### config.mk
export PLATFORM = sky130hd
export DESIGN_NAME = dgp_top
export DESIGN_NICKNAME = d
export VERILOG_FILES = /design/src/logic/dgp_pkg.sv /design/src/logic/dgp_top.sv
export SDC_FILE = /design/constraint.sdc
export NUM_CORES = 1
export LEC_CHECK = 0
export BUFFER_PORTS_ARGS = -buffer_cell sky130_fd_sc_hd__buf_4
export CORE_ASPECT_RATIO = 0.5
export CORE_UTILIZATION = 55
export CTS_BUF_LIST = sky130_fd_sc_hd__clkbuf_16
export DETAILED_ROUTE_END_ITERATION = 7
export PLACE_DENSITY = 0.92
export SLEW_MARGIN = 10
export SYNTH_ARGS = -nofsm -noshare
export SYNTH_HDL_FRONTEND = slang
export SYNTH_SLANG_ARGS = --single-unit
export TNS_END_PERCENT = 1
### constraint.sdc
create_clock -name aclk -period 4.5 [get_ports aclk]
set_input_delay 0.225 -clock aclk [delete_from_list [all_inputs] [get_ports aclk]]
set_output_delay 0.225 -clock aclk [all_outputs]
set_load 0.01 [all_outputs]
### src/logic/dgp_pkg.sv
// package for the dual gpio port block: offsets, reset values, carriers
package dgp_pkg;
    // register byte offsets on the axi4-lite slave
    localparam logic [7:0] OFF_UP_PIN   = 8'h00;
    localparam logic [7:0] OFF_UP_LAT   = 8'h04;
    localparam logic [7:0] OFF_UP_DIR   = 8'h08;
    localparam logic [7:0] OFF_ANA_SEL  = 8'h0C;
    localparam logic [7:0] OFF_BC_PIN   = 8'h10;
    localparam logic [7:0] OFF_BC_LAT   = 8'h14;
    localparam logic [7:0] OFF_BC_DIR   = 8'h18;
    localparam logic [7:0] OFF_PU_CTRL  = 8'h1C;
    localparam logic [7:0] OFF_SYS_CTRL = 8'h20;
    localparam logic [7:0] OFF_DEFAULT  = 8'h0C;
    // field positions
    localparam int BIT_PU_EN      = 5;
    localparam int BIT_EXT_BUS_DIS = 7;
    localparam int BIT_SHARED_SEL = 4;
    localparam int BIT_PAR_REMAP  = 0;
    localparam int BIT_PWM_REMAP  = 1;
    localparam int BIT_SMALL_PKG  = 2;
    // reset values
    localparam logic [7:0] RST_LAT     = 8'h00;
    localparam logic [7:0] RST_DIR     = 8'hFF;
    localparam logic [7:0] RST_ANA_SEL = 8'hF0;
    localparam logic [7:0] RST_DEFAULT = 8'h00;
    localparam logic [7:0] RST_PU      = 8'h00;
    localparam logic [7:0] RST_SYS     = 8'h83;
    localparam logic [7:0] ANA_MASK    = 8'hF0;
    localparam logic [1:0] RESP_OKAY   = 2'b00;
    localparam logic [1:0] RESP_SLVERR = 2'b10;
    // peripheral drive for one port: value and enable per pin
    typedef struct packed {
        logic [7:0] val;
        logic [7:0] en;
    } dgp_drive_t;
    // pwm channels routable onto the upper port
    typedef struct packed {
        logic p3c;
        logic p3b;
        logic p1c;
        logic p1b;
        logic [3:0] tri_st;
    } dgp_pwm_t;
endpackage : dgp_pkg

### src/logic/dgp_top.sv
// dual gpio port with memory bus, parallel port, pwm and analog overrides
`timescale 1ns/1ps
module dgp_top (
    input  wire logic        aclk,
    input  wire logic        aresetn,
    input  wire logic [7:0]  s_axi_awaddr,
    input  wire logic        s_axi_awvalid,
    output logic             s_axi_awready,
    input  wire logic [31:0] s_axi_wdata,
    input  wire logic [3:0]  s_axi_wstrb,
    input  wire logic        s_axi_wvalid,
    output logic             s_axi_wready,
    output logic [1:0]       s_axi_bresp,
    output logic             s_axi_bvalid,
    input  wire logic        s_axi_bready,
    input  wire logic [7:0]  s_axi_araddr,
    input  wire logic        s_axi_arvalid,
    output logic             s_axi_arready,
    output logic [31:0]      s_axi_rdata,
    output logic [1:0]       s_axi_rresp,
    output logic             s_axi_rvalid,
    input  wire logic        s_axi_rready,
    input  wire logic [3:0]  mem_high_address_bit,
    input  wire logic [7:0]  mem_ctrl_out,
    input  wire logic [7:0]  parallel_data_out,
    input  wire logic        parallel_data_oe,
    input  wire logic        parallel_byte_enable,
    input  wire logic        parallel_read_strobe,
    input  wire logic        parallel_write_strobe,
    input  wire dgp_pkg::dgp_pwm_t pwm_in,
    input  wire logic [7:0]  up_pin_in,
    output logic [7:0]       up_pin_out,
    output logic [7:0]       up_pin_oe_n,
    input  wire logic [7:0]  bc_pin_in,
    output logic [7:0]       bc_pin_out,
    output logic [7:0]       bc_pin_oe_n,
    output logic [7:0]       bc_pullup_on,
    output logic [3:0]       converter_input_channel,
    output logic [2:0]       parallel_data_in,
    output logic [7:0]       mem_data_unused
);
    // software registers
    logic [7:0] up_lat_r, up_dir_r, ana_sel_r, dflt_r;
    logic [7:0] bc_lat_r, bc_dir_r, pu_ctrl_r, sys_r;
    logic [7:0] up_s1_r, up_s2_r, bc_s1_r, bc_s2_r;
    logic       small_pkg, ext_bus_en, shared_sel, par_remap_n, pwm_remap_n;
    assign small_pkg   = sys_r[dgp_pkg::BIT_SMALL_PKG];
    assign ext_bus_en  = ~sys_r[dgp_pkg::BIT_EXT_BUS_DIS];
    assign shared_sel  = sys_r[dgp_pkg::BIT_SHARED_SEL];
    assign par_remap_n = ~sys_r[dgp_pkg::BIT_PAR_REMAP];
    assign pwm_remap_n = ~sys_r[dgp_pkg::BIT_PWM_REMAP];

    // two-flop synchronisers for the pad inputs; schmitt buffers are in the pad
    always_ff @(posedge aclk) begin
        if (!aresetn) begin
            up_s1_r <= 8'h00;
            up_s2_r <= 8'h00;
            bc_s1_r <= 8'h00;
            bc_s2_r <= 8'h00;
        end else begin
            up_s1_r <= up_pin_in;
            up_s2_r <= up_s1_r;
            bc_s1_r <= bc_pin_in;
            bc_s2_r <= bc_s1_r;
        end
    end

    // axi write channel: accept address and data in either order
    logic       aw_held_r, w_held_r;
    logic [7:0] aw_addr_r;
    logic [31:0] w_data_r;
    logic [3:0] w_strb_r;
    logic       wr_go;
    assign wr_go = aw_held_r && w_held_r && !s_axi_bvalid;
    always_ff @(posedge aclk) begin
        if (!aresetn) begin
            aw_held_r     <= 1'b0;
            w_held_r      <= 1'b0;
            aw_addr_r     <= 8'h00;
            w_data_r      <= 32'h0000_0000;
            w_strb_r      <= 4'h0;
            s_axi_awready <= 1'b0;
            s_axi_wready  <= 1'b0;
            s_axi_bvalid  <= 1'b0;
            s_axi_bresp   <= dgp_pkg::RESP_OKAY;
        end else begin
            s_axi_awready <= !aw_held_r && !s_axi_awready;
            s_axi_wready  <= !w_held_r && !s_axi_wready;
            if (s_axi_awvalid && s_axi_awready) begin
                aw_held_r <= 1'b1;
                aw_addr_r <= s_axi_awaddr;
                s_axi_awready <= 1'b0;
            end
            if (s_axi_wvalid && s_axi_wready) begin
                w_held_r <= 1'b1;
                w_data_r <= s_axi_wdata;
                w_strb_r <= s_axi_wstrb;
                s_axi_wready <= 1'b0;
            end
            if (wr_go) begin
                aw_held_r    <= 1'b0;
                w_held_r     <= 1'b0;
                s_axi_bvalid <= 1'b1;
                s_axi_bresp  <= known(aw_addr_r) ? dgp_pkg::RESP_OKAY : dgp_pkg::RESP_SLVERR;
            end else if (s_axi_bvalid && s_axi_bready) begin
                s_axi_bvalid <= 1'b0;
            end
        end
    end

    // address decode shared by read and write paths
    function automatic logic known(input logic [7:0] a);
        known = (a <= dgp_pkg::OFF_SYS_CTRL) && (a[1:0] == 2'b00);
    endfunction : known

    logic wr_lo;
    assign wr_lo = wr_go && w_strb_r[0];

    // register writes; direction holds only software values so overrides never land here
    always_ff @(posedge aclk) begin
        if (!aresetn) begin
            up_lat_r  <= dgp_pkg::RST_LAT;
            up_dir_r  <= dgp_pkg::RST_DIR;
            ana_sel_r <= dgp_pkg::RST_ANA_SEL;
            dflt_r    <= dgp_pkg::RST_DEFAULT;
            bc_lat_r  <= dgp_pkg::RST_LAT;
            bc_dir_r  <= dgp_pkg::RST_DIR;
            pu_ctrl_r <= dgp_pkg::RST_PU;
            sys_r     <= dgp_pkg::RST_SYS;
        end else if (wr_lo) begin
            unique case (aw_addr_r)
                dgp_pkg::OFF_UP_PIN, dgp_pkg::OFF_UP_LAT: up_lat_r <= w_data_r[7:0];
                dgp_pkg::OFF_UP_DIR: up_dir_r <= w_data_r[7:0];
                dgp_pkg::OFF_ANA_SEL: begin
                    if (shared_sel) begin
                        ana_sel_r <= w_data_r[7:0] & dgp_pkg::ANA_MASK;
                    end else begin
                        dflt_r <= w_data_r[7:0];
                    end
                end
                dgp_pkg::OFF_BC_PIN, dgp_pkg::OFF_BC_LAT: bc_lat_r <= w_data_r[7:0];
                dgp_pkg::OFF_BC_DIR: bc_dir_r <= w_data_r[7:0];
                dgp_pkg::OFF_PU_CTRL: pu_ctrl_r <= w_data_r[7:0];
                dgp_pkg::OFF_SYS_CTRL: sys_r <= w_data_r[7:0];
                default: ;
            endcase
        end
    end

    // read mux; small package hides both ports and the pull-up enable
    function automatic logic [7:0] rd_mux(input logic [7:0] a);
        logic [7:0] v;
        v = 8'h00;
        unique case (a)
            dgp_pkg::OFF_UP_PIN:   v = small_pkg ? 8'h00 : up_s2_r & ~ana_sel_r;
            dgp_pkg::OFF_UP_LAT:   v = small_pkg ? 8'h00 : up_lat_r;
            dgp_pkg::OFF_UP_DIR:   v = small_pkg ? 8'h00 : up_dir_r;
            dgp_pkg::OFF_ANA_SEL:  v = shared_sel ? ana_sel_r : dflt_r;
            dgp_pkg::OFF_BC_PIN:   v = small_pkg ? 8'h00 : bc_s2_r;
            dgp_pkg::OFF_BC_LAT:   v = small_pkg ? 8'h00 : bc_lat_r;
            dgp_pkg::OFF_BC_DIR:   v = small_pkg ? 8'h00 : bc_dir_r;
            dgp_pkg::OFF_PU_CTRL:  v = small_pkg ? (pu_ctrl_r & 8'hDF) : pu_ctrl_r;
            dgp_pkg::OFF_SYS_CTRL: v = sys_r;
            default:               v = 8'h00;
        endcase
        rd_mux = v;
    endfunction : rd_mux

    // axi read channel, one read at a time, data registered
    always_ff @(posedge aclk) begin
        if (!aresetn) begin
            s_axi_arready <= 1'b0;
            s_axi_rvalid  <= 1'b0;
            s_axi_rdata   <= 32'h0000_0000;
            s_axi_rresp   <= dgp_pkg::RESP_OKAY;
        end else begin
            s_axi_arready <= !s_axi_rvalid && !s_axi_arready;
            if (s_axi_arvalid && s_axi_arready) begin
                s_axi_arready <= 1'b0;
                s_axi_rvalid  <= 1'b1;
                s_axi_rdata   <= {24'h00_0000, rd_mux(s_axi_araddr)};
                s_axi_rresp   <= known(s_axi_araddr) ? dgp_pkg::RESP_OKAY
                                                     : dgp_pkg::RESP_SLVERR;
            end else if (s_axi_rvalid && s_axi_rready) begin
                s_axi_rvalid <= 1'b0;
            end
        end
    end

    // upper port pin mux: pwm > memory address > parallel > latch/direction
    logic [7:0] up_val, up_oe_n;
    logic [3:0] pwm_ch;
    assign pwm_ch = {pwm_in.p1b, pwm_in.p1c, pwm_in.p3b, pwm_in.p3c};
    always_comb begin
        up_val  = up_lat_r;
        up_oe_n = up_dir_r;
        if (par_remap_n) begin
            up_val[2] = parallel_data_out[7];
            up_oe_n[2] = ~parallel_data_oe;
            up_val[3] = parallel_data_out[6];
            up_oe_n[3] = ~parallel_data_oe;
            up_val[4] = parallel_data_out[3];
            up_oe_n[4] = ~parallel_data_oe;
            up_val[5] = parallel_byte_enable;
            up_oe_n[5] = 1'b0;
            up_val[6] = parallel_read_strobe;
            up_oe_n[6] = 1'b0;
            up_val[7] = parallel_write_strobe;
            up_oe_n[7] = 1'b0;
        end
        if (ext_bus_en) begin
            up_val[3:0]  = mem_high_address_bit;
            up_oe_n[3:0] = 4'h0;
        end
        // pwm wins only where its pin's direction is output
        for (int i = 0; i < 4; i++) begin
            if (pwm_remap_n && !up_dir_r[4+i]) begin
                up_val[4+i]  = pwm_ch[i];
                up_oe_n[4+i] = pwm_in.tri_st[i];
            end
        end
    end

    // bus-control pin mux and pull-up gating
    logic [7:0] bc_val, bc_oe_n, pu_nxt;
    always_comb begin
        bc_val  = ext_bus_en ? mem_ctrl_out : bc_lat_r;
        bc_oe_n = ext_bus_en ? 8'h00 : bc_dir_r;
        pu_nxt  = (pu_ctrl_r[dgp_pkg::BIT_PU_EN] && !small_pkg) ? bc_oe_n : 8'h00;
    end

    // pad outputs registered so every top output comes from a flop
    always_ff @(posedge aclk) begin
        if (!aresetn) begin
            up_pin_out              <= 8'h00;
            up_pin_oe_n             <= 8'hFF;
            bc_pin_out              <= 8'h00;
            bc_pin_oe_n             <= 8'hFF;
            bc_pullup_on            <= 8'h00;
            converter_input_channel <= 4'hF;
            parallel_data_in        <= 3'h0;
            mem_data_unused         <= 8'h00;
        end else begin
            up_pin_out              <= up_val;
            up_pin_oe_n             <= up_oe_n;
            bc_pin_out              <= bc_val;
            bc_pin_oe_n             <= bc_oe_n;
            bc_pullup_on            <= pu_nxt;
            converter_input_channel <= ana_sel_r[7:4];
            parallel_data_in        <= {up_s2_r[2], up_s2_r[3], up_s2_r[4]};
            mem_data_unused         <= bc_s2_r;
        end
    end
endmodule : dgp_top

[Word-level counts from Yosys, hierarchy flattened]
Index checks and enable logic that the tools add are counted.
Storage, ports and cells
  register bits: 183
  input port bits: 107
  output and inout port bits: 96
Operators by class
  $lt $le $gt $ge: 2
  equal/unequal tests: 16
  muxes and demuxes: 29
  bitwise gates (word level): 6
  reductions and logical operators: 51
Operators with widths (count)
  8-bit two-way mux: 9
  8-bit case mux with 9 select lines: 1
  8-bit by 5-bit == test with 1-bit output (second input constant): 8
  8-bit by 4-bit == test with 1-bit output (second input constant): 4
  1-bit logical AND: 18
  6-bit two-way mux: 3
  8-bit by 3-bit == test with 1-bit output (second input constant): 2
  8-bit by 6-bit == test with 1-bit output (second input constant): 2
  8-bit by 6-bit <= comparator with 1-bit output (second input constant): 2
  8-bit zero test: 2
  2-bit AND reduction: 7
  1-bit zero test: 12
  1-bit two-way mux: 12
  2-bit OR reduction: 6
  8-bit bitwise AND: 1
  4-bit two-way mux: 2
  8-bit inverter: 1
  3-bit AND reduction: 2
  2-bit zero test: 2
  2-bit two-way mux: 2
  1-bit inverter: 4
  2-bit nonzero test: 2

[Longest topological paths before layout]
  word-level depth: 4
  gate-level depth with buffers: 7
  mapped depth without buffers: 5

[Least setup slack after synthesis]
OpenSTA, ideal clock, no wires.
  path kind: reg2reg
  from: register s_axi_bvalid
  to: register ana_sel_r[7]
  setup time: 0.129 ns
  arrival time: 1.584 ns
  required time: 4.371 ns
  slack: 2.787 ns
  cell stages (with the launch flop): 8
  path buffers: 2
  cell sequence: dfxtp_1 and3b_1 buf_6 nand2_4 or4b_4 buf_6 mux2i_1 nand2_1
On the way
  cells in the longest elaborated chain, start to end: 4
Ends and longest elaborated chain
  start, declared: RTL line dgp_top.sv:14  | output logic s_axi_bvalid,
  start signal, assigned: RTL line dgp_top.sv:84  | s_axi_bvalid <= 1'b0;
  start signal, assigned: RTL line dgp_top.sv:103  | s_axi_bvalid <= 1'b1;
  start signal, assigned: RTL line dgp_top.sv:106  | s_axi_bvalid <= 1'b0;
  1-bit zero test: RTL line dgp_top.sv:74  | assign wr_go = aw_held_r && w_held_r && !s_axi_bvalid;
  1-bit logical AND: RTL line dgp_top.sv:74
  1-bit logical AND: RTL line dgp_top.sv:117  | assign wr_lo = wr_go && w_strb_r[0];
  3-bit AND reduction (no line)
  end signal, assigned: RTL line dgp_top.sv:124  | ana_sel_r <= dgp_pkg::RST_ANA_SEL;
  end signal, assigned: RTL line dgp_top.sv:136  | ana_sel_r <= w_data_r[7:0] & dgp_pkg::ANA_MASK;
  end, declared: RTL line dgp_top.sv:43  | logic [7:0] up_lat_r, up_dir_r, ana_sel_r, dflt_r;
Every way passes these cells.
A chain may end at the register's enable or synchronous reset.

[Worst setup path after layout]
  from: register aw_addr_r[7]
  to: register dflt_r[0]
On the way
  cells in the longest elaborated chain, start to end: 2
Ends and longest elaborated chain
  start, declared: RTL line dgp_top.sv:70  | logic [7:0] aw_addr_r;
  start signal, assigned: RTL line dgp_top.sv:91  | aw_addr_r <= s_axi_awaddr;
  8-bit by 4-bit == test with 1-bit output: RTL line dgp_top.sv:131  | unique case (aw_addr_r)
  3-bit AND reduction (no line)
  end signal, assigned: RTL line dgp_top.sv:125  | dflt_r <= dgp_pkg::RST_DEFAULT;
  end signal, assigned: RTL line dgp_top.sv:138  | dflt_r <= w_data_r[7:0];
  end, declared: RTL line dgp_top.sv:43
Every way passes these cells.

==> results.ini <==
[outcome]
status = finished clean

[floorplanning]
ios = 203
start_util = 0.580
floorplan.die.height_um = 82.0
fp.coreArea_um2 = 12100
dieArea_um2 = 13300
die_x_um = 162
rows = 28

[synth]
yosys_register_bits = 181
ys_warn_count = 0
yosys.area.top_type_share = 0.515
syn_inst = 755
synth_area_leaders = dfxtp_1 (52%), mux2i_1 (10%), nand2_1 (6.1%), and2_1 (4.8%), a21oi_1 (3.2%)
synth_commonest_cells = dfxtp_1 (181), nand2_1 (114), mux2i_1 (72), and2_1 (54), nor2_1 (51)
synthArstFlopShare = 0
postSynthAreaPerCell_um2 = 9.32
yosys.area.top_type = dfxtp_1
ys_seq_area_frac = 0.515
synth_edf_count = 0
synth.most_common_cell = dfxtp_1
syn-cell-area_um2 = 7030
synthDistinctLibCells = 54
synth_ff_type = dfxtp_1

[sta]
rsz0062_at_grt = false
fin_skew_ns = 0.00825
fin_crit_ns = 2.20
slew_headroom = 0.441
finalSetupTns_ns = 0
fmax_ghz = 0.454
holdWs_ns = 0.0113
timing.final.ws_setup_ns = 2.30
slew_viol_final = 0
fin_crit_sh = 0.490
worstMarginPinSlew_ns = 0.832
finalSetupViolations = 0
hold_viol_final = 0

[finish]
fin_area_um2 = 8620
syn_to_final_growth_pct = 22.5
final_util = 0.711
antenna_cells = 0
fin_nets = 979
nFillCells = 924
drive_gt1_frac = 0.224

[worst_setup_path]
critPathArrivalTime_ns = 2.48
cp.required_ns = 4.78
crit_type = flop to flop
rr_endpoint = dflt_r[0]
cp-start-kind = flop
worst_r2r_path_depth = 4
worstPathMaxFanout = 16
reg2reg_slack_ns = 2.30
endpoint_kind = flop
r2r_start = aw_addr_r[7]

[global_route]
antenna_found_initial = 0
grt.total_usage = 0.285
grt_max_degree = 73
grt_pass1_wl_mm = 28.0
grt_pass1_vias = 5190
grt_remaining_overflow = 0

[placed_design]
gp_congestion = 0.964
pre_cts_ws_ns = 2.33
portBuffers = 144
dpl-instance-area_um2 = 8010
dp_hpwl_mm = 13.2

[clock_tree]
htree_levels = 4
numCtsBuffers = 17
cts-root-buf = clkbuf_16
cts.repair.resized = 0
cts.sinks = 181
path_clk_slew_ns = 0.07
clk_path_buf_depth = 2
insertion_delay_ns = 0.43
cts_tree = built

[route]
vias_per_cell = 5.46
ant_nets = 0
drc = 0
avgRoutedWirePerCell_um = 17.7
dr_total_vias = 5733
routed_wirelength_mm = 18.6
drt_first_pass_iters = 5
drt_iter0_drc = 485

[run]
max_cap_viol_count = 0

[power]
irDropWorstVdd_uv = 230
leakagePower_nw = 3.72
power-per-cell-area_nw_per_um2 = 376

[worst_hold_path]
worstHoldStart = up_pin_in[6]
hp-class = input port to flop
holdPathStages = 2
worstHoldEndpoint = up_s1_r[6]

[layer usage]
metal  vias to the layer above  share of wire  global-route usage
met4                         0          0.022               0.116
met5                         -              0                   0
met1                      2676           0.44               0.388
met3                        41           0.11              0.0717
met2                       278           0.43               0.434
li1                       2738              -                   -
[worst max-delay path: stages (launching register included)]
cell     delay (ns)
dfxtp_1        0.33
nor3_2         0.26
nand4_1        0.46
nor4_4         0.79
o21ai_0        0.21
[cells in the final DEF, fill, tap and decap left out, types with 5 or more instances in the layout]
cell type / n
mux2_2: 6
nand3_1: 23
mux2i_1: 72
nor3b_1: 5
o21ai_0: 41
conb_1: 26
dfxtp_1: 181
dlygate4sd3_1: 6
and2_1: 54
buf_4: 147
nand2b_1: 7
a21oi_1: 45
nor2_1: 51
clkbuf_16: 17
nor2b_1: 5
o21ai_1: 5
nand2_1: 114
nor3_1: 6
[cell type report]
type,count,area (um^2),area share
clock buffers,17,425,0.0494
multi-input cells,514,3050,0.354
inverters,5,18.8,0.00218
clock inverters,15,124,0.0144
flip-flops and latches,181,3620,0.421
well taps,165,206,0.0240
repair buffers,153,1160,0.135
[worst max-delay path by stage]
stage	startpoint	to	slack (ns)
floorplan	s_axi_bvalid	ana_sel_r[7]	2.79
global placement	s_axi_bvalid	bc_dir_r[4]	2.41
detailed placement	aw_addr_r[7]	dflt_r[0]	2.33
CTS	s_axi_bvalid	bc_dir_r[3]	2.32
global route	aw_addr_r[7]	dflt_r[7]	2.11
finish	aw_addr_r[7]	dflt_r[0]	2.30
[logic make-up (layout without fill, tap and decap cells)]
logic type | count (synthesis) | in the layout | synth area share
and+or+nand+nor | 288 | 288 | 0.208
DFF | 181 | 181 | 0.515
buffers and inverters | 85 | 190 | 0.0640
AOI/OAI and AO/OA | 122 | 122 | 0.101
other | 1 | 26 | 0.000533
muxes | 78 | 78 | 0.112
[where the power goes]
part	internal [mW]	switching, mW	total, mW
clock network	0.721	0.669	1.39
logic	0.0856	0.102	0.188
registers	1.63	0.0323	1.66
[through the flow]
stage	std cells	total power [mW]
6_report	1050	3.24
5_1_grt	1050	3.34
4_1_cts	1050	3.24
3_5_place_dp	1012	1.88
3_3_place_gp	1012	1.87
2_1_floorplan	780	1.80
[what timing repair did]
action | 4_1_cts | 5_1_grt
setup buffers | 0 | 0
hold buffers | 6 | 0
hold endpoints to repair | 6 | 0
Note: power is estimated with default switching activity, not from simulation.
